--- config.mk ---
export PLATFORM = sky130hd
export DESIGN_NAME = i2o_queue_port
export DESIGN_NICKNAME = d
export VERILOG_FILES = /design/src/pkg/i2o_pkg.sv /design/src/pkg/fifo_if.sv /design/src/verilog/i2o_queue_port.sv /design/src/verilog/msg_fifo.sv
export SDC_FILE = /design/constraint.sdc
export NUM_CORES = 1
export LEC_CHECK = 0
export BUFFER_PORTS_ARGS = -buffer_cell sky130_fd_sc_hd__buf_2
export CAP_MARGIN = 20
export CORE_AREA = 4 4 214 268
export DETAILED_ROUTE_END_ITERATION = 12
export DIE_AREA = 0 0 218 272
export HOLD_SLACK_MARGIN = 0.12
export MAX_ROUTING_LAYER = met4
export SYNTH_ARGS = -nofsm -noshare
export SYNTH_HDL_FRONTEND = slang
export SYNTH_SLANG_ARGS = --single-unit
--- constraint.sdc ---
create_clock -name core_clk -period 13.6 [get_ports core_clk]
set_input_delay 2.04 -clock core_clk [delete_from_list [all_inputs] [get_ports core_clk]]
set_output_delay 2.04 -clock core_clk [all_outputs]
set_load 0.01 [all_outputs]
--- src/pkg/i2o_pkg.sv ---
// Purpose: shared constants and types for the message-queue port block
// Assumes: port offsets are byte offsets on the target access port
// Notes: base pointer values are plain defaults, not hardware figures
package i2o_pkg;
  localparam int OFS_W = 8;
  localparam int DATA_W = 32;
  localparam int ENTRY_W = DATA_W + 1;
  localparam int FIFO_DEPTH = 8;
  localparam int FIFO_AW = 3;
  localparam int CNT_W = 16;
  localparam logic [OFS_W-1:0] OUTBOUND_PORT_OFS = 8'h00;
  localparam logic [OFS_W-1:0] INBOUND_PORT_OFS = 8'h40;
  localparam logic [DATA_W-1:0] EMPTY_WORD = 32'hFFFFFFFF;
  localparam logic [DATA_W-1:0] PORT_RESET = 32'h00000000;
  localparam logic [DATA_W-1:0] ENTRY_BYTES = 32'h00000004;
  localparam logic [CNT_W-1:0] CNT_ONE = 16'h0001;
  // pointer slots and direction bits
  localparam int DIR_OUT = 0;
  localparam int DIR_IN = 1;
  localparam int PTR_OUT_POST = 0;
  localparam int PTR_IN_POST = 1;
  localparam int PTR_OUT_FREE = 2;
  localparam int PTR_IN_FREE = 3;
  localparam logic [DATA_W-1:0] OUT_POST_BASE = 32'h00001000;
  localparam logic [DATA_W-1:0] IN_POST_BASE = 32'h00002000;
  localparam logic [DATA_W-1:0] OUT_FREE_BASE = 32'h00003000;
  localparam logic [DATA_W-1:0] IN_FREE_BASE = 32'h00004000;

  typedef enum logic [1:0] {
    LB_IDLE = 2'b00,
    LB_WRITE = 2'b01,
    LB_READ = 2'b10
  } lb_state_e;

  // 1 when the offset names one of the two queue ports
  function automatic logic port_hit(input logic [OFS_W-1:0] ofs);
    port_hit = (ofs == OUTBOUND_PORT_OFS) || (ofs == INBOUND_PORT_OFS);
  endfunction

  // direction bit of a port offset
  function automatic logic port_dir(input logic [OFS_W-1:0] ofs);
    port_dir = (ofs == INBOUND_PORT_OFS);
  endfunction
endpackage

--- src/pkg/fifo_if.sv ---
// Purpose: valid/ready carrier between the queue block and its FIFO
// Assumes: one producer and one consumer on the same clock
// Notes: data is taken when valid and ready are both high
`timescale 1ns/1ps
interface fifo_if #(parameter int W = 33);
  logic [W-1:0] data;
  logic valid;
  logic ready;
  modport src (output data, output valid, input ready);
  modport snk (input data, input valid, output ready);
endinterface

--- src/verilog/i2o_queue_port.sv ---
// Purpose: inbound and outbound message-queue ports turned into local-bus accesses
// Assumes: target port and local bus run on core_clk; free-list empty flags are same-clock
// Notes: writes are posted through an 8-entry FIFO; a port retries while its write is open
`timescale 1ns/1ps
module i2o_queue_port
  import i2o_pkg::*;
(
  // clocking
  input wire logic core_clk,
  input wire logic rst,
  input wire logic ce,
  // target access port
  input wire logic pci_req,
  input wire logic pci_wr,
  input wire logic [OFS_W-1:0] pci_ofs,
  input wire logic [DATA_W-1:0] pci_wdata,
  output logic pci_ack,
  output logic pci_retry,
  output logic [DATA_W-1:0] pci_rdata,
  // local-bus memory master
  output logic lb_req,
  output logic lb_we,
  output logic [DATA_W-1:0] lb_addr,
  output logic [DATA_W-1:0] lb_wdata,
  input wire logic lb_ack,
  input wire logic [DATA_W-1:0] lb_rdata,
  // list status
  input wire logic out_free_empty,
  input wire logic in_free_empty,
  input wire logic outbound_post_taken,
  output logic outbound_post_service_request
);
  lb_state_e state_ff;
  logic [DATA_W-1:0] ptr_ff [4];
  logic [1:0] busy_ff;
  logic rd_dir_ff;
  logic wr_dir_ff;
  logic ack_ff;
  logic retry_ff;
  logic [DATA_W-1:0] rdata_ff;
  logic req_ff;
  logic we_ff;
  logic [DATA_W-1:0] addr_ff;
  logic [DATA_W-1:0] wdata_ff;
  logic [CNT_W-1:0] post_cnt_ff;
  logic svc_ff;

  fifo_if #(.W(ENTRY_W)) push_if ();
  fifo_if #(.W(ENTRY_W)) pop_if ();

  msg_fifo #(.W(ENTRY_W), .DEPTH(FIFO_DEPTH), .AW(FIFO_AW)) post_fifo (
    .core_clk(core_clk),
    .rst(rst),
    .ce(ce),
    .wr(push_if.snk),
    .rd(pop_if.src)
  );

  // decode of the current request
  // a request whose fetch is already in flight must not be answered twice
  wire idle_ans = pci_req && !ack_ff && !retry_ff && state_ff != LB_READ;
  wire hit = port_hit(pci_ofs);
  wire dir = port_dir(pci_ofs);
  wire port_busy = busy_ff[dir];
  wire free_empty = dir ? in_free_empty : out_free_empty;
  wire take_wr = idle_ans && hit && pci_wr && !port_busy && push_if.ready;
  wire give_ones = idle_ans && hit && !pci_wr && !port_busy && free_empty;
  // reads wait behind posted writes so message order holds
  wire start_rd = idle_ans && hit && !pci_wr && !port_busy && !free_empty
    && state_ff == LB_IDLE && !pop_if.valid;
  wire do_retry = idle_ans && hit && port_busy;
  wire unmapped = idle_ans && !hit;
  wire start_wr = state_ff == LB_IDLE && pop_if.valid;
  wire wr_done = state_ff == LB_WRITE && lb_ack;
  wire rd_done = state_ff == LB_READ && lb_ack;
  wire head_dir = pop_if.data[DATA_W];
  wire post_inc = wr_done && wr_dir_ff == DIR_OUT;
  wire [CNT_W-1:0] nxt_post_cnt = post_cnt_ff + (post_inc ? CNT_ONE : '0)
    - ((outbound_post_taken && post_cnt_ff != '0) ? CNT_ONE : '0);
  wire [1:0] start_ptr = head_dir ? 2'(PTR_IN_POST) : 2'(PTR_OUT_POST);
  wire [1:0] free_ptr = dir ? 2'(PTR_IN_FREE) : 2'(PTR_OUT_FREE);
  wire [1:0] done_ptr = (state_ff == LB_WRITE) ? {1'b0, wr_dir_ff} : {1'b1, rd_dir_ff};

  assign push_if.data = {dir, pci_wdata};
  assign push_if.valid = take_wr;
  assign pop_if.ready = wr_done;

  // local-bus sequencer
  always_ff @(posedge core_clk) begin
    if (rst) begin
      state_ff <= LB_IDLE;
      req_ff <= 1'b0;
      we_ff <= 1'b0;
      addr_ff <= PORT_RESET;
      wdata_ff <= PORT_RESET;
      wr_dir_ff <= 1'b0;
      rd_dir_ff <= 1'b0;
    end else if (ce) begin
      case (state_ff)
        LB_IDLE: begin
          if (start_wr) begin
            state_ff <= LB_WRITE;
            req_ff <= 1'b1;
            we_ff <= 1'b1;
            addr_ff <= ptr_ff[start_ptr];
            wdata_ff <= pop_if.data[DATA_W-1:0];
            wr_dir_ff <= head_dir;
          end else if (start_rd) begin
            state_ff <= LB_READ;
            req_ff <= 1'b1;
            we_ff <= 1'b0;
            addr_ff <= ptr_ff[free_ptr];
            rd_dir_ff <= dir;
          end
        end
        LB_WRITE, LB_READ: begin
          if (lb_ack) begin
            state_ff <= LB_IDLE;
            req_ff <= 1'b0;
            we_ff <= 1'b0;
          end
        end
        default: state_ff <= LB_IDLE;
      endcase
    end
  end

  always_ff @(posedge core_clk) begin
    if (rst) begin
      ptr_ff[PTR_OUT_POST] <= OUT_POST_BASE;
      ptr_ff[PTR_IN_POST] <= IN_POST_BASE;
      ptr_ff[PTR_OUT_FREE] <= OUT_FREE_BASE;
      ptr_ff[PTR_IN_FREE] <= IN_FREE_BASE;
    end else if (ce && (wr_done || rd_done)) begin
      ptr_ff[done_ptr] <= ptr_ff[done_ptr] + ENTRY_BYTES;
    end
  end

  always_ff @(posedge core_clk) begin
    if (rst) begin
      busy_ff <= 2'b00;
    end else if (ce) begin
      if (wr_done) busy_ff[wr_dir_ff] <= 1'b0;
      if (take_wr) busy_ff[dir] <= 1'b1;
    end
  end

  // answers to the target port; one-cycle pulses
  always_ff @(posedge core_clk) begin
    if (rst) begin
      ack_ff <= 1'b0;
      retry_ff <= 1'b0;
      rdata_ff <= PORT_RESET;
    end else if (ce) begin
      ack_ff <= take_wr || give_ones || unmapped || rd_done;
      retry_ff <= do_retry;
      if (give_ones) rdata_ff <= EMPTY_WORD;
      else if (rd_done) rdata_ff <= lb_rdata;
      else if (unmapped) rdata_ff <= PORT_RESET;
    end
  end

  always_ff @(posedge core_clk) begin
    if (rst) begin
      post_cnt_ff <= '0;
      svc_ff <= 1'b0;
    end else if (ce) begin
      post_cnt_ff <= nxt_post_cnt;
      svc_ff <= (nxt_post_cnt != '0);
    end
  end

  assign pci_ack = ack_ff;
  assign pci_retry = retry_ff;
  assign pci_rdata = rdata_ff;
  assign lb_req = req_ff;
  assign lb_we = we_ff;
  assign lb_addr = addr_ff;
  assign lb_wdata = wdata_ff;
  assign outbound_post_service_request = svc_ff;
endmodule // i2o_queue_port

--- src/verilog/msg_fifo.sv ---
// Purpose: small flip-flop FIFO holding posted port writes
// Assumes: width and depth are parameters, depth a power of two
// Notes: ready drops when full, valid drops when empty
`timescale 1ns/1ps
module msg_fifo #(
  parameter int W = 33,
  parameter int DEPTH = 8,
  parameter int AW = 3
) (
  // clocking
  input wire logic core_clk,
  input wire logic rst,
  input wire logic ce,
  // filling and draining sides
  fifo_if.snk wr,
  fifo_if.src rd
);
  logic [W-1:0] mem_ff [DEPTH];
  logic [AW-1:0] wp_ff;
  logic [AW-1:0] rp_ff;
  logic [AW:0] cnt_ff;
  wire push = wr.valid && wr.ready;
  wire pop = rd.valid && rd.ready;

  assign wr.ready = (cnt_ff != (AW+1)'(DEPTH));
  assign rd.valid = (cnt_ff != '0);
  assign rd.data = mem_ff[rp_ff];

  always_ff @(posedge core_clk) begin
    if (ce && push) begin
      mem_ff[wp_ff] <= wr.data;
    end
  end

  always_ff @(posedge core_clk) begin
    if (rst) begin
      wp_ff <= '0;
      rp_ff <= '0;
      cnt_ff <= '0;
    end else if (ce) begin
      if (push) wp_ff <= wp_ff + 1'b1;
      if (pop) rp_ff <= rp_ff + 1'b1;
      if (push && !pop) cnt_ff <= cnt_ff + 1'b1;
      else if (pop && !push) cnt_ff <= cnt_ff - 1'b1;
    end
  end
endmodule // msg_fifo

== Yosys cells after proc, flatten, opt, wreduce, memory -nomap -nowiden ==
Memories as Yosys holds them, arrays and structs flattened. A register that Yosys moved wholly into a read port is not among the register bits.
Cells that the tools add are included.

* Add/subtract/negate cells: 7
* Magnitude comparators: 4
* Equality and inequality tests: 7
* Muxes and demuxes: 46
* Bitwise logic cells: 5
* Reductions and logical operators: 62

{| class="wikitable"
|+ Operators with widths
! cell !! number
|-
| 2-to-1 mux 32 bit || 6
|-
| adder 32 x 3 -> 32 bit (second input constant) || 1
|-
| nonzero test 16 bit || 2
|-
| OR reduction 32 bit || 1
|-
| logical AND 1 bit || 28
|-
| 2-to-1 mux 1 bit || 22
|-
| 2-to-1 mux 2 bit || 9
|-
| adder 16 x 1 -> 16 bit || 1
|-
| subtractor 16 x 1 -> 16 bit || 1
|-
| logical NOT 1 bit || 9
|-
| AND reduction 3 bit || 3
|-
| equality test 8 x 7 -> 1 bit (second input constant) || 1
|-
| logical NOT 8 bit || 1
|-
| 2-to-1 mux 4 bit || 2
|-
| AND reduction 2 bit || 4
|-
| AND reduction 4 bit || 2
|-
| adder 3 x 1 -> 3 bit (second input constant) || 2
|-
| 2-to-1 mux 3 bit || 2
|-
| nonzero test 2 bit || 3
|-
| logical OR 1 bit || 5
|-
| adder 4 x 1 -> 4 bit (second input constant) || 1
|-
| < comparator 1 x 2 -> 1 bit (second input constant) || 2
|-
| inequality test 2 bit (second input constant) || 2
|-
| inequality test 4 bit (second input constant) || 1
|-
| 16 further kinds || 20
|}

* Register bits after elaboration: 133
* Memory bits (writable): 392
* Bits of input ports: 81
* Output and inout bits: 101
* Word-level logic and storage cells: 149
* Memories kept: 2

{| class="wikitable"
|+ Memory list
! name !! depth !! bits a word !! read ports !! clocked after Yosys merged registers in !! write ports !! RTL line !! RTL
|-
| post_fifo.mem_ff || 8 || 33 || 1 || 1 || 1 || msg_fifo.sv:18 || <nowiki>logic [W-1:0] mem_ff [DEPTH];</nowiki>
|-
| ptr_ff || 4 || 32 || 3 || 0 || 4 || i2o_queue_port.sv:34 || <nowiki>logic [DATA_W-1:0] ptr_ff [4];</nowiki>
|}

== Longest topological paths before layout ==
Gate-level depths: netlist (run 1).

* Word-level depth: 13
* Gate-level depth with buffers: 20
* Mapped depth without buffers: 18

== Hierarchy ==
From an unflattened synthesis (run 1), not the netlist that was laid out.

* Cell total of the unflattened synthesis: 1,857
* Area total of the unflattened synthesis: 23,532.6 µm²

{| class="wikitable"
|+ Modules (own cells, without submodules)
! module !! times used !! cells an instance !! area an instance (µm²) !! sequential area each (µm²)
|-
| i2o_queue_port || 1 || 1,406 || 12,997.5 || 6,306.0
|-
| msg_fifo || 1 || 451 || 10,535.1 || 8,187.9
|}

== Least setup slack after synthesis (run 1) ==
No wires, ideal clock.

* Path type: in2reg
* Start point: input pci_ofs[1]
* End point: memory post_fifo.mem_ff[2][0], enable pin
* Setup time: 471 ps
* Arrival: 5,850 ps
* Data required time: 13,129 ps
* Path slack: 7,278 ps
* Stages on the path: 7
* Buffers on the path: 1
* Path through: nor4_2 > nand2_1 > a2111oi_0 > and2_1 > buf_2 > nand2b_1 > nor3b_1

* Cells in the longest elaborated chain, start to end: 10
* Elaborated cells on any way between the ends: 14
* Classes of those cells: 1 x eq/ne; 4 x mux; 9 x reduce/logical

{| class="wikitable"
|+ RTL lines
! element !! RTL line !! RTL
|-
| from (decl) || i2o_queue_port.sv:15 || <nowiki>input wire logic [OFS_W-1:0] pci_ofs,</nowiki>
|-
| equality test 8 x 7 -> 1 bit / logical NOT 8 bit (equally long branches) || i2o_pkg.sv:37, i2o_pkg.sv:42 ||
|-
| 2-to-1 mux 1 bit (not written as such) / logical OR 1 bit (equally long branches) || i2o_queue_port.sv:64, i2o_pkg.sv:37 ||
|-
| 2-to-1 mux 1 bit (not written as such) / logical AND 1 bit (equally long branches) || i2o_queue_port.sv:64, i2o_queue_port.sv:66 ||
|-
| logical NOT 1 bit / logical AND 1 bit (equally long branches) || i2o_queue_port.sv:66 || <nowiki>wire take_wr = idle_ans && hit && pci_wr && !port_busy && push_if.ready;</nowiki>
|-
| logical AND 1 bit (*) (2 in a row) || i2o_queue_port.sv:66 ||
|-
| logical AND 1 bit (*) || msg_fifo.sv:22 || <nowiki>wire push = wr.valid && wr.ready;</nowiki>
|-
| logical AND 1 bit (*) || msg_fifo.sv:30 || <nowiki>if (ce && push) begin</nowiki>
|-
| 2-to-1 mux 1 bit (*) || msg_fifo.sv:30 ||
|-
| 2-to-1 mux 1 bit (not written as such) (*) || msg_fifo.sv:31 || <nowiki>mem_ff[wp_ff] <= wr.data;</nowiki>
|-
| to (decl) || msg_fifo.sv:18 ||
|}

Every way passes the cells marked *; elsewhere a longest branch is shown, timed or not. The select of a mux whose other input is x is not followed.

== Worst setup path in the final report (run 1) ==
* Start point: register state_ff[1]
* End point: register svc_ff, in the netlist outbound_post_service_request

* Cells in the longest elaborated chain, start to end: 7

{| class="wikitable"
|+ RTL lines
! element !! RTL line !! RTL
|-
| from (decl) || i2o_queue_port.sv:33 || <nowiki>lb_state_e state_ff;</nowiki>
|-
| from (signal assigned) || i2o_queue_port.sv:91 || <nowiki>state_ff <= LB_IDLE;</nowiki>
|-
| from (signal assigned) || i2o_queue_port.sv:102 || <nowiki>state_ff <= LB_WRITE;</nowiki>
|-
| from (signal assigned) || i2o_queue_port.sv:109 || <nowiki>state_ff <= LB_READ;</nowiki>
|-
| equality test 2 x 1 -> 1 bit || i2o_queue_port.sv:74 || <nowiki>wire wr_done = state_ff == LB_WRITE && lb_ack;</nowiki>
|-
| logical AND 1 bit || i2o_queue_port.sv:74 ||
|-
| logical AND 1 bit || i2o_queue_port.sv:77 || <nowiki>wire post_inc = wr_done && wr_dir_ff == DIR_OUT;</nowiki>
|-
| 2-to-1 mux 1 bit || i2o_queue_port.sv:78 || <nowiki>wire [CNT_W-1:0] nxt_post_cnt = post_cnt_ff + (post_inc ? CNT_ONE : '0)</nowiki>
|-
| adder 16 x 1 -> 16 bit || i2o_queue_port.sv:78 ||
|-
| subtractor 16 x 1 -> 16 bit || i2o_queue_port.sv:79 || <nowiki>- ((outbound_post_taken && post_cnt_ff != '0) ? CNT_ONE : '0);</nowiki>
|-
| nonzero test 16 bit || i2o_queue_port.sv:169 || <nowiki>svc_ff <= (nxt_post_cnt != '0);</nowiki>
|-
| to (signal assigned) || i2o_queue_port.sv:169 ||
|-
| to (decl) || i2o_queue_port.sv:46 || <nowiki>logic svc_ff;</nowiki>
|}

Every way passes these cells.
A chain may end at the register's enable or synchronous reset.

==> results of run 1 <==
layout by cell type (no fill, tap or decap), drive strengths merged, types with 5 or more instances in the layout:
cell    count
bufinv      7
a211oi    100
nand3      80
o21ai      12
xor2       20
nand2     185
mux2i     124
nand3b     11
nor3       13
nor3b      13
xnor2      27
buf       215
a21oi     101
edfxtp    392
dfxtp     136
mux2       10
and3        7
mux4       66
nor2b      24
nor2      234
clkbuf     73
clkinv     17
ha         32
nand2b     14
inv        37
or2         5
nor4        6
and2       11
metrics by stage:
step | cells | instance area [sq um] | hold slack (ps) | utilization
floorplan | 1828 | 23280 | 447.4 | -
global placement | 2663 | 24950 | 438.0 | 0.4555
detailed placement | 2664 | 24960 | 440.4 | 0.4558
CTS | 2763 | 26820 | 448.5 | 0.4896
global route | 2768 | 26850 | 458.6 | 0.4903
finish | 2768 | 26850 | 446.2 | 0.4903
where the power goes:
group | internal (mW) | switching, mW
Combinational | 0.175 | 0.246
Clock | 0.899 | 0.625
Sequential | 1.76 | 0.0245
metal layers:
layer  part of all wire  track usage  up-vias
met4              0.019      0.04808        0
met1               0.42       0.2333     7334
met3              0.065      0.03905       87
met5                  0            -        -
met2               0.50       0.3214      394
li1                   -            -     7074
final timing paths:
kind	slack, ps	cells after the start	to
setup / recovery	8540	19	outbound_post_service_request
hold / removal	450	2	lb_addr[6]
setup reg to reg	8540	19	outbound_post_service_request
hold reg to reg	450	2	lb_addr[6]
logic make-up (layout without fill, tap and decap cells):
group / count (synthesis) / in the layout
adders and majority gates: 34 / 34
and+or+nand+nor: 616 / 616
xor gates and xnor gates: 47 / 47
AOI/OAI and AO/OA: 254 / 254
muxes: 200 / 200
DFF: 528 / 528
other: 0 / 4
buffers and inverters: 149 / 350
final cells by class:
cell class                      count  area [sq um]  share of cell area
Sequential cell                   528         14510              0.5402
Multi-Input combinational cell   1151          8240              0.3069
Clock buffer                       73          1471             0.05479
Timing Repair Buffer              215          1191             0.04436
Tap cell                          735         919.6             0.03425
Clock inverter                     26         380.4             0.01416
Inverter                           36         135.1            0.005032
Antenna cell                        4         10.01           0.0003728
worst reg2reg max path, delay by kind of cell, from the launching register on:
| family | cells | cell delay (ps) |
|---|---|---|
| adders and majority gates | 4 | 1030 |
| AOI/OAI and AO/OA | 5 | 1390 |
| and+or+nand+nor | 4 | 1040 |
| buffers and inverters | 6 | 1230 |
| DFF | 1 | 310 |
flip-flops by register name, summed over array words and instances (netlist names), 4 cells and up, named ones only:
name and cells:
lb_addr 32, post_fifo.cnt_ff 4, post_cnt_ff 16, post_fifo.mem_ff 264
lb_wdata 32, ptr_ff 128, pci_rdata 32
==> tab_implementation.tex, run 1 <==
\begin{tabular}{lr}
\hline
Metric & Value \\
\hline
\multicolumn{2}{l}{\textbf{Floorplanning}} \\
Floorplan die height & 272 um \\
FP Rows & 96 \\
Number of placed I/O pins & 182 \\
Chip width & 218 um \\
Core Region & 0.05477 sq mm \\
Die Outline Area & 0.05930 sq mm \\
Starting Density & 0.4250 \\
\multicolumn{2}{l}{\textbf{Timing}} \\
Final setup fails & 0 \\
Final-report hold violation count & 0 \\
Final setup slack of the worst path & 8541 ps \\
Clock period minus final worst setup slack & 5059 ps \\
Final slew viol count & 0 \\
Least-Margin Pin Slew & 1049 ps \\
Maximum clock frequency & 0.1977 GHz \\
Worst relative slew slack & 0.3006 \\
Layout Skew & 37.45 ps \\
Setup TNS & 0 ps \\
Tcrit/Tclk final & 0.3720 \\
Setup repair after global routing missed its margin & false \\
\multicolumn{2}{l}{\textbf{Yosys}} \\
Post-synthesis compound-gate area fraction & 0.07171 \\
Mapped Avg Cell Area & 12.73 sq um \\
Post-synthesis simple-gate area fraction & 0.1188 \\
Most frequently used cell type in the post-synthesis netlist & edfxtp\_1 \\
Sequential element share of the synthesized area & 0.6227 \\
Combinational family with the most area after synthesis & multiplexers \\
Area share of the largest cell type after synthesis & 0.5057 \\
Top cells by area in the synthesized netlist & edfxtp\_1, dfxtp\_1, mux4\_2 \\
Synthesized flop and latch total & 528 \\
Warnings from Yosys & 0 \\
Synth unique cells & 69 \\
Area of the mapped netlist & 0.02328 sq mm \\
Share of the synthesized netlist area taken by xor and xnor gates & 0.01801 \\
Proportion of register bits with asynchronous set or reset after synthesis & 0 \\
Synthesized-area fraction occupied by adder cells & 0.01892 \\
Post-synth net total & 1943 \\
Leading register cell type out of synthesis & edfxtp\_1 \\
Cell accounting for the most synthesized area & edfxtp\_1 \\
Synthesized netlist cell count & 1828 \\
Count of flip-flops with a built-in enable after synthesis & 392 \\
Most numerous cell types in the synthesized netlist & edfxtp\_1, nor2\_1, nand2\_1 \\
Portion of netlist area occupied by mux cells & 0.1223 \\
\multicolumn{2}{l}{\textbf{Clocking}} \\
Number of buffers inserted by hold repair at cts & 0 \\
Clock transition at path regs & 60 ps \\
Post-CTS setup buffer count & 0 \\
Resized Gates After CTS & 0 \\
Worst-skew pair later-pin latency & 620 ps \\
CTS H-tree lvls & 2 \\
Clock tree from TritonCTS & yes \\
Number of buffers on the longest clock path & 3 \\
Clock sink count & 528 \\
Clk Tree Root Cell & clkbuf\_16 \\
Cts bufs inserted & 53 \\
\multicolumn{2}{l}{\textbf{Place}} \\
Post-placement setup slack & 8087 ps \\
DP Wirelength & 33.43 mm \\
Global placement routability congestion & 0.7896 \\
Port buffer count & 181 \\
\multicolumn{2}{l}{\textbf{Min path}} \\
Worst hold start & lb\_addr[6] \\
Classification of the worst-slack hold path & flop to flop \\
\multicolumn{2}{l}{\textbf{Finish}} \\
Post-synthesis to final-layout area growth & 15.36\% \\
Filler Cells Inserted & 4845 \\
Layout Nets & 2100 \\
Share of cells above drive strength 1 & 0.2031 \\
\multicolumn{2}{l}{\textbf{Route}} \\
Number of DRC violations after detailed routing & 0 \\
WL/cell & 20.06 um \\
DRT Pass-1 Iters & 5 \\
Final wirelength & 55.53 mm \\
Routed vias/inst & 5.379 \\
Post-DRT Antenna Nets & 0 \\
Iteration-0 DRC count of the detailed router & 889 \\
Overall via count from detail\_route & 14890 \\
\multicolumn{2}{l}{\textbf{Critical path}} \\
Family with the most delay on the worst path & compound AO/OA/AOI/OAI gates \\
Critical path arrival & 5580 ps \\
CP Capture Type & flop \\
Data required, critical path & 14120 ps \\
Reg-to-reg startpoint & state\_ff[1] \\
Setup crit start kind & flop \\
Slowest cell on crit path & buf\_4 \\
Longest individual stage delay on the worst path & 560 ps \\
Buffers plus inverters on the worst setup path & 6 \\
Critical path, cell by cell & inv\_1, ha\_2, buf\_4, clkinv\_1, buf\_4, nor2\_1, nand2\_1, ha\_1, inv\_1, ha\_1, inv\_1, fa\_1, nor2b\_1, o311ai\_0, a211o\_1, a211o\_1, a211oi\_1, and4b\_1, a21oi\_1 \\
CP startpoint & state\_ff[1] \\
Startpoint-to-endpoint class of the critical path & flop to flop \\
Most frequent cell on the critical path & inv\_1 \\
Maximum net fanout on the critical path & 56 \\
\multicolumn{2}{l}{\textbf{GRT}} \\
Number of antenna violations at the first check in global routing & 4 \\
Largest net degree at the start of global routing & 94 \\
Remaining global-route overflow & 0 \\
Number of global-route vias before repair & 15240 \\
Global Route Usage Sum & 0.1895 \\
Wire length of the first global-routing pass & 86.19 mm \\
\multicolumn{2}{l}{\textbf{Power}} \\
Static leakage power & 9.176 nW \\
Post-layout power & 3.731 mW \\
Power per Cell Area & 138.9 mW/mm\^{}2 \\
Largest vdd supply drop & 111.7 uV \\
\multicolumn{2}{l}{\textbf{Run}} \\
\# Max-Cap Violations & 0 \\
\multicolumn{2}{l}{\textbf{Run status}} \\
Status & finished, final reports clean \\
\hline
\end{tabular}
(Power assumes the default switching activity.)
==> run 2: changes to the inputs <==
==> constraint.sdc (replaced) <==
create_clock -name core_clk -period 5.25 [get_ports core_clk]
set_input_delay 0.7875 -clock core_clk [delete_from_list [all_inputs] [get_ports core_clk]]
set_output_delay 0.7875 -clock core_clk [all_outputs]
set_load 0.01 [all_outputs]
==> tab_implementation.tex, run 2 (synthesis gave the netlist of run 1 again) <==
\begin{tabular}{lr}
\hline
Metric & Value \\
\hline
\multicolumn{2}{l}{\textbf{Timing}} \\
Maximum clock frequency & 0.2396 GHz (was 0.1977 GHz) \\
Layout Skew & 25.57 ps (was 37.45 ps) \\
Final setup fails & 0 (unchanged) \\
Clock period minus final worst setup slack & 4173 ps (was 5059 ps) \\
Setup TNS & 0 ps (unchanged) \\
Least-Margin Pin Slew & 1055 ps (was 1049 ps) \\
Worst relative slew slack & 0.2950 (was 0.3006) \\
Final slew viol count & 0 (unchanged) \\
Setup repair after global routing missed its margin & false (unchanged) \\
Tcrit/Tclk final & 0.7948 (was 0.3720) \\
Final-report hold violation count & 0 (unchanged) \\
\multicolumn{2}{l}{\textbf{Route}} \\
DRT Pass-1 Iters & 5 (unchanged) \\
Overall via count from detail\_route & 15000 (was 14890) \\
Final wirelength & 55.75 mm (was 55.53 mm) \\
Number of DRC violations after detailed routing & 0 (unchanged) \\
Iteration-0 DRC count of the detailed router & 1121 (was 889) \\
WL/cell & 20.07 um (was 20.06 um) \\
Post-DRT Antenna Nets & 0 (unchanged) \\
Routed vias/inst & 5.400 (was 5.379) \\
\multicolumn{2}{l}{\textbf{Floorplanning}} \\
Die Outline Area & 0.05930 sq mm (unchanged) \\
Starting Density & 0.4250 (unchanged) \\
Core Region & 0.05477 sq mm (unchanged) \\
Number of placed I/O pins & 182 (unchanged) \\
FP Rows & 96 (unchanged) \\
Chip width & 218 um (unchanged) \\
Floorplan die height & 272 um (unchanged) \\
\multicolumn{2}{l}{\textbf{Clocking}} \\
Number of buffers on the longest clock path & 3 (unchanged) \\
Clk Tree Root Cell & clkbuf\_16 (unchanged) \\
Clock tree from TritonCTS & yes (unchanged) \\
Post-CTS setup buffer count & 0 (unchanged) \\
Clock transition at path regs & 60 ps (about the same) \\
Resized Gates After CTS & 0 (unchanged) \\
Cts bufs inserted & 52 (was 53) \\
Worst-skew pair later-pin latency & 600 ps (was 620 ps) \\
Clock sink count & 528 (unchanged) \\
CTS H-tree lvls & 2 (unchanged) \\
Number of buffers inserted by hold repair at cts & 0 (unchanged) \\
\multicolumn{2}{l}{\textbf{Place}} \\
Port buffer count & 181 (unchanged) \\
DP Wirelength & 34.22 mm (was 33.43 mm) \\
Global placement routability congestion & 0.8384 (was 0.7896) \\
\multicolumn{2}{l}{\textbf{Power}} \\
Largest vdd supply drop & 288.8 uV (was 111.7 uV) \\
Fraction of power consumed by sequential logic & 0.493 (was 0.479) \\
Pint & 7.101 mW (was 2.836 mW) \\
Switching part of the total & 0.2435 (was 0.2399) \\
Static leakage power & 9.139 nW (was 9.176 nW) \\
Reported net switching power & 2.285 mW (was 895.3 uW) \\
Clock network power share & 0.390 (was 0.408) \\
Post-layout power & 9.386 mW (was 3.731 mW) \\
Power per Cell Area & 351.2 mW/mm\^{}2 (was 138.9 mW/mm\^{}2) \\
Portion of total power attributed to combinational logic & 0.117 (was 0.113) \\
\multicolumn{2}{l}{\textbf{Critical path}} \\
Startpoint-to-endpoint class of the critical path & flop to flop (unchanged) \\
Buffers plus inverters on the worst setup path & 4 (was 6) \\
Critical path, cell by cell & inv\_1, ha\_2, clkinv\_1, nor2\_1, nand2\_1, ha\_1, inv\_1, ha\_1, inv\_1, fa\_1, nor2b\_1, o311ai\_0, a211o\_1, a211o\_1, a211oi\_1, and4b\_1, a21oi\_1 (was inv\_1, ha\_2, buf\_4, clkinv\_1, buf\_4, nor2\_1, nand2\_1, ha\_1, inv\_1, ha\_1, inv\_1, fa\_1, nor2b\_1, o311ai\_0, a211o\_1, a211o\_1, a211oi\_1, and4b\_1, a21oi\_1) \\
Most frequent cell on the critical path & inv\_1 (unchanged) \\
Critical path arrival & 4700 ps (was 5580 ps) \\
Longest individual stage delay on the worst path & 520 ps (was 560 ps) \\
Setup crit start kind & flop (unchanged) \\
CP Capture Type & flop (unchanged) \\
Maximum net fanout on the critical path & 23 (was 56) \\
Slowest cell on crit path & ha\_2 (was buf\_4) \\
Data required, critical path & 5780 ps (was 14120 ps) \\
Family with the most delay on the worst path & compound AO/OA/AOI/OAI gates (unchanged) \\
\multicolumn{2}{l}{\textbf{GRT}} \\
Wire length of the first global-routing pass & 86.42 mm (was 86.19 mm) \\
Global Route Usage Sum & 0.1901 (was 0.1895) \\
Number of global-route vias before repair & 15090 (was 15240) \\
Remaining global-route overflow & 0 (unchanged) \\
Number of antenna violations at the first check in global routing & 5 (was 4) \\
Largest net degree at the start of global routing & 84 (was 94) \\
\multicolumn{2}{l}{\textbf{Finish}} \\
Max FFs per register & 264 (unchanged) \\
Largest reg by FF count & post\_fifo.mem\_ff (unchanged) \\
Commonest non-fill, non-tap cell in the layout & edfxtp\_1 (unchanged) \\
Share of cells above drive strength 1 & 0.2047 (was 0.2031) \\
Commonest cells after routing, fill and taps aside & edfxtp\_1, nor2\_1, nand2\_1, buf\_2, dfxtp\_1 (unchanged) \\
Layout Nets & 2108 (was 2100) \\
Post-synthesis to final-layout area growth & 14.80\% (was 15.36\%) \\
Largest registers & post\_fifo.mem\_ff x264, ptr\_ff x128 (unchanged) \\
\multicolumn{2}{l}{\textbf{Run status}} \\
Status & finished, final reports clean (unchanged) \\
\multicolumn{2}{l}{\textbf{Run}} \\
\# Max-Cap Violations & 0 (unchanged) \\
\multicolumn{2}{l}{\textbf{Min path}} \\
Classification of the worst-slack hold path & flop to flop (unchanged) \\
\hline
\end{tabular}
## run 2: cell types whose count changed in the layout (fill, tap and decap cells not counted), sizes merged
cell,change
clkbuf,+5
buf,+9
diode,+1
inv,-1
bufinv,-5
## run 2: worst reg2reg max path, delay by kind of cell (launching register included)
kind | cells | cell delay [ps]
AOI/OAI and AO/OA | 5 | 1390
adders and majority gates | 4 | 1330
buffers and inverters | 4 | 400
DFF | 1 | 320
and+or+nand+nor | 4 | 650
## run 2: final timing paths
check,from,slack [ps],cells after the start,end
max,state_ff[1],1080,17,outbound_post_service_request
min,lb_addr[10],450,2,lb_addr[10]
max reg2reg,state_ff[1],1080,17,outbound_post_service_request
min reg2reg,lb_addr[10],450,2,lb_addr[10]
## run 2: metal layers
metal | global-route usage | wire, um | vias to the layer above
met4 | 0.04492 | 932 | 0
met2 | 0.3244 | 28140 | 405
met3 | 0.03883 | 3354 | 69
li1 | - | - | 7090
met5 | - | 0 | -
met1 | 0.2339 | 23320 | 7431
## run 2: power groups by stage
stage	combinational (mW)	sequential, mW	clock [mW]
2_1_floorplan	0.792	4.71	0
3_3_place_gp	1.07	4.71	0
3_5_place_dp	1.09	4.72	0
4_1_cts	1.10	4.63	3.76
5_1_grt	1.22	4.64	3.92
6_report	1.10	4.63	3.66
## run 2: per-stage QoR
| stage | area (sq um) | hold WS, ps | worst slack, ps | std cells | utilization |
|---|---|---|---|---|---|
| global route | 26720 | 438.4 | 822.4 | 2777 | 0.4879 |
| CTS | 26710 | 402.9 | 1111 | 2772 | 0.4877 |
| floorplan | 23280 | 447.4 | 181.0 | 1828 | - |
| global placement | 25030 | 435.9 | 1208 | 2674 | 0.4570 |
| detailed placement | 25030 | 439.9 | 1144 | 2674 | 0.4570 |
| finish | 26720 | 446.5 | 1077 | 2777 | 0.4879 |
## run 2: layout make-up
class,count,area (sq um)
antenna,5,12.51
timing repair buffer,224,1231
clock inverter,20,182.7
fill,4908,28050
sequential,528,14500
multi-input combinational,1151,8240
inverter,36,135.1
tap,735,919.6
clock buffer,78,1499
==> run 3: changes to the inputs <==
==> constraint.sdc (replaced) <==
create_clock -name core_clk -period 4 [get_ports core_clk]
set_input_delay 0.6 -clock core_clk [delete_from_list [all_inputs] [get_ports core_clk]]
set_output_delay 0.6 -clock core_clk [all_outputs]
set_load 0.01 [all_outputs]
==> tab_implementation.tex, run 3 (synthesis gave the netlist of run 1 again) <==
\begin{tabular}{lr}
\hline
Metric & Value \\
\hline
\multicolumn{2}{l}{\textbf{Run status}} \\
Status & finished, final reports clean (unchanged) \\
\multicolumn{2}{l}{\textbf{GRT}} \\
Number of global-route vias before repair & 15600 (was 15090) \\
Wire length of the first global-routing pass & 88.53 mm (was 86.42 mm) \\
Met3 GRT Util & 0.03325 (was 0.03883) \\
Met1 global-route usage & 0.2435 (was 0.2339) \\
Number of antenna violations at the first check in global routing & 2 (was 5) \\
M2 GR Usage & 0.3258 (was 0.3244) \\
Remaining global-route overflow & 0 (unchanged) \\
Largest net degree at the start of global routing & 91 (was 84) \\
Global Route Usage Sum & 0.1938 (was 0.1901) \\
Most crowded layer after global routing & met2 (unchanged) \\
\multicolumn{2}{l}{\textbf{Critical path}} \\
Startpoint-to-endpoint class of the critical path & flop to flop (unchanged) \\
Critical path, cell by cell & inv\_1, ha\_1, nand4\_1, o31a\_1, ha\_1, inv\_1, ha\_1, inv\_1, fa\_1, nor2b\_2, o311ai\_0, a211o\_1, a211o\_1, a211oi\_1, and4b\_1, a21oi\_1 (was inv\_1, ha\_2, clkinv\_1, nor2\_1, nand2\_1, ha\_1, inv\_1, ha\_1, inv\_1, fa\_1, nor2b\_1, o311ai\_0, a211o\_1, a211o\_1, a211oi\_1, and4b\_1, a21oi\_1) \\
CP Capture Type & flop (unchanged) \\
Setup crit start kind & flop (unchanged) \\
Data required, critical path & 4510 ps (was 5780 ps) \\
Buffers plus inverters on the worst setup path & 3 (was 4) \\
Longest individual stage delay on the worst path & 420 ps (was 520 ps) \\
Maximum net fanout on the critical path & 3 (was 23) \\
Critical path arrival & 4250 ps (was 4700 ps) \\
Slowest cell on crit path & fa\_1 (was ha\_2) \\
Family with the most delay on the worst path & compound AO/OA/AOI/OAI gates (unchanged) \\
\multicolumn{2}{l}{\textbf{Finish}} \\
Share of cells above drive strength 1 & 0.2125 (was 0.2047) \\
Layout Nets & 2125 (was 2108) \\
Post-synthesis to final-layout area growth & 16.43\% (was 14.80\%) \\
Area taken by multi-input logic gates & 0.008245 sq mm (was 0.008240 sq mm) \\
Max FFs per register & 264 (unchanged) \\
Filler Cells Inserted & 4867 (was 4908) \\
Commonest non-fill, non-tap cell in the layout & edfxtp\_1 (unchanged) \\
Combined flip-flop and latch cell area & 0.01450 sq mm (unchanged) \\
Largest registers & post\_fifo.mem\_ff x264, ptr\_ff x128 (unchanged) \\
Commonest cells after routing, fill and taps aside & edfxtp\_1, nor2\_1, nand2\_1, buf\_2, dfxtp\_1 (unchanged) \\
Largest reg by FF count & post\_fifo.mem\_ff (unchanged) \\
\multicolumn{2}{l}{\textbf{Place}} \\
Global placement routability congestion & 0.8207 (was 0.8384) \\
DP Wirelength & 34.52 mm (was 34.22 mm) \\
Post-placement setup slack & 261.1 ps (was 1144 ps) \\
Port buffer count & 181 (unchanged) \\
\multicolumn{2}{l}{\textbf{Power}} \\
Clock network power share & 0.413 (was 0.390) \\
Portion of total power attributed to combinational logic & 0.114 (was 0.117) \\
Fraction of power consumed by sequential logic & 0.473 (was 0.493) \\
Switching part of the total & 0.2389 (was 0.2435) \\
Largest vdd supply drop & 367.5 uV (was 288.8 uV) \\
Static leakage power & 9.321 nW (was 9.139 nW) \\
Reported net switching power & 3.066 mW (was 2.285 mW) \\
Pint & 9.764 mW (was 7.101 mW) \\
Power per Cell Area & 473.4 mW/mm\^{}2 (was 351.2 mW/mm\^{}2) \\
Post-layout power & 12.83 mW (was 9.386 mW) \\
\multicolumn{2}{l}{\textbf{Min path}} \\
Classification of the worst-slack hold path & primary input to flop (was flop to flop) \\
\multicolumn{2}{l}{\textbf{Clocking}} \\
Worst-skew pair later-pin latency & 620 ps (was 600 ps) \\
Clock sink count & 528 (unchanged) \\
Clock tree from TritonCTS & yes (unchanged) \\
Number of buffers on the longest clock path & 3 (unchanged) \\
Clock transition at path regs & 60 ps (about the same) \\
Number of buffers inserted by hold repair at cts & 0 (unchanged) \\
Clk Tree Root Cell & clkbuf\_16 (unchanged) \\
Cts bufs inserted & 54 (was 52) \\
CTS H-tree lvls & 2 (unchanged) \\
\multicolumn{2}{l}{\textbf{Timing}} \\
Clock period minus final worst setup slack & 3738 ps (was 4173 ps) \\
Final setup slack of the worst path & 262.2 ps (was 1077 ps) \\
Maximum clock frequency & 0.2675 GHz (was 0.2396 GHz) \\
Final-report hold violation count & 0 (unchanged) \\
Tcrit/Tclk final & 0.9344 (was 0.7948) \\
Setup repair after global routing missed its margin & false (unchanged) \\
Worst relative slew slack & 0.2855 (was 0.2950) \\
Final setup fails & 0 (unchanged) \\
Least-Margin Pin Slew & 1069 ps (was 1055 ps) \\
Setup TNS & 0 ps (unchanged) \\
Layout Skew & 49.75 ps (was 25.57 ps) \\
Final slew viol count & 0 (unchanged) \\
\multicolumn{2}{l}{\textbf{Route}} \\
Routed vias/inst & 5.445 (was 5.400) \\
Overall via count from detail\_route & 15210 (was 15000) \\
Number of DRC violations after detailed routing & 0 (unchanged) \\
DRT Pass-1 Iters & 5 (unchanged) \\
Post-DRT Antenna Nets & 0 (unchanged) \\
Final wirelength & 56.27 mm (was 55.75 mm) \\
Iteration-0 DRC count of the detailed router & 906 (was 1121) \\
WL/cell & 20.15 um (was 20.07 um) \\
\multicolumn{2}{l}{\textbf{Floorplanning}} \\
FP Rows & 96 (unchanged) \\
Number of placed I/O pins & 182 (unchanged) \\
Die Outline Area & 0.05930 sq mm (unchanged) \\
Core Region & 0.05477 sq mm (unchanged) \\
Floorplan die height & 272 um (unchanged) \\
Starting Density & 0.4250 (unchanged) \\
Chip width & 218 um (unchanged) \\
\multicolumn{2}{l}{\textbf{Run}} \\
\# Max-Cap Violations & 0 (unchanged) \\
\hline
\end{tabular}
## run 3: cell types whose count changed in the layout (fill, tap and decap cells not counted), moves of 2 or more
cell / change
clkinv_1: +2
clkinv_2: -5
diode_2: -3
clkbuf_8: -3
clkbuf_16: +5
clkinv_16: +2
buf_4: +12
bufinv_16: +4
buf_12: +3
## run 3: metal layers
layer | routed length (um) | vias up
li1 | - | 7116
met2 | 27940 | 410
met1 | 23580 | 7568
met4 | 1506 | 0
met3 | 3234 | 115
met5 | 0 | -
## run 3: worst register-to-register path, cell delays in order (launching register included)
cell	delay (ps)
dfxtp_1	330
inv_1	90
ha_1	190
nand4_1	100
o31a_1	300
ha_1	290
inv_1	60
ha_1	160
inv_1	60
fa_1	420
nor2b_2	170
o311ai_0	180
a211o_1	350
a211o_1	340
a211oi_1	280
and4b_1	240
a21oi_1	130
## run 3: layout make-up
type	count	area share
Antenna cell	2	0.0001847
Clock inverter	23	0.01228
Sequential cell	528	0.5351
Tap cell	735	0.03393
Timing Repair Buffer	239	0.05097
Clock buffer	79	0.05826
Multi-Input combinational cell	1151	0.3042
Inverter	36	0.004986
## run 3: path summary, 6_finish.rpt
| kind | startpoint | end | slack, ps | depth (start not counted) |
|---|---|---|---|---|
| max | post_cnt_ff[12] | outbound_post_service_request | 260 | 16 |
| min reg2reg | lb_addr[12] | lb_addr[12] | 450 | 2 |
| min | pci_wdata[21] | post_fifo.mem_ff[0][21] | 240 | 1 |
| max reg2reg | post_cnt_ff[12] | outbound_post_service_request | 260 | 16 |
## run 3: power by group through the flow
stage / Combinational [mW] / Sequential [mW] / Clock (mW)
detailed placement: 1.45 / 6.19 / 0
global route: 1.64 / 6.08 / 5.65
CTS: 1.46 / 6.07 / 5.42
floorplan: 1.04 / 6.18 / 0
finish: 1.46 / 6.07 / 5.29
global placement: 1.44 / 6.18 / 0
## run 3: per-stage QoR
stage          cells  hold slack [ps]  area [sq um]    util
6_report        2793            237.0         27100  0.4948
4_1_cts         2791            205.7         27090  0.4947
2_1_floorplan   1828            447.4         23280       -
5_1_grt         2793            228.7         27100  0.4948
3_3_place_gp    2688            436.9         25160  0.4594
3_5_place_dp    2689            442.8         25180  0.4598
## run 3: timing repair
item                       in CTS  in global routing
buffers inserted                0                  0
gates resized for setup         0                  1
setup endpoints to repair       0                  1
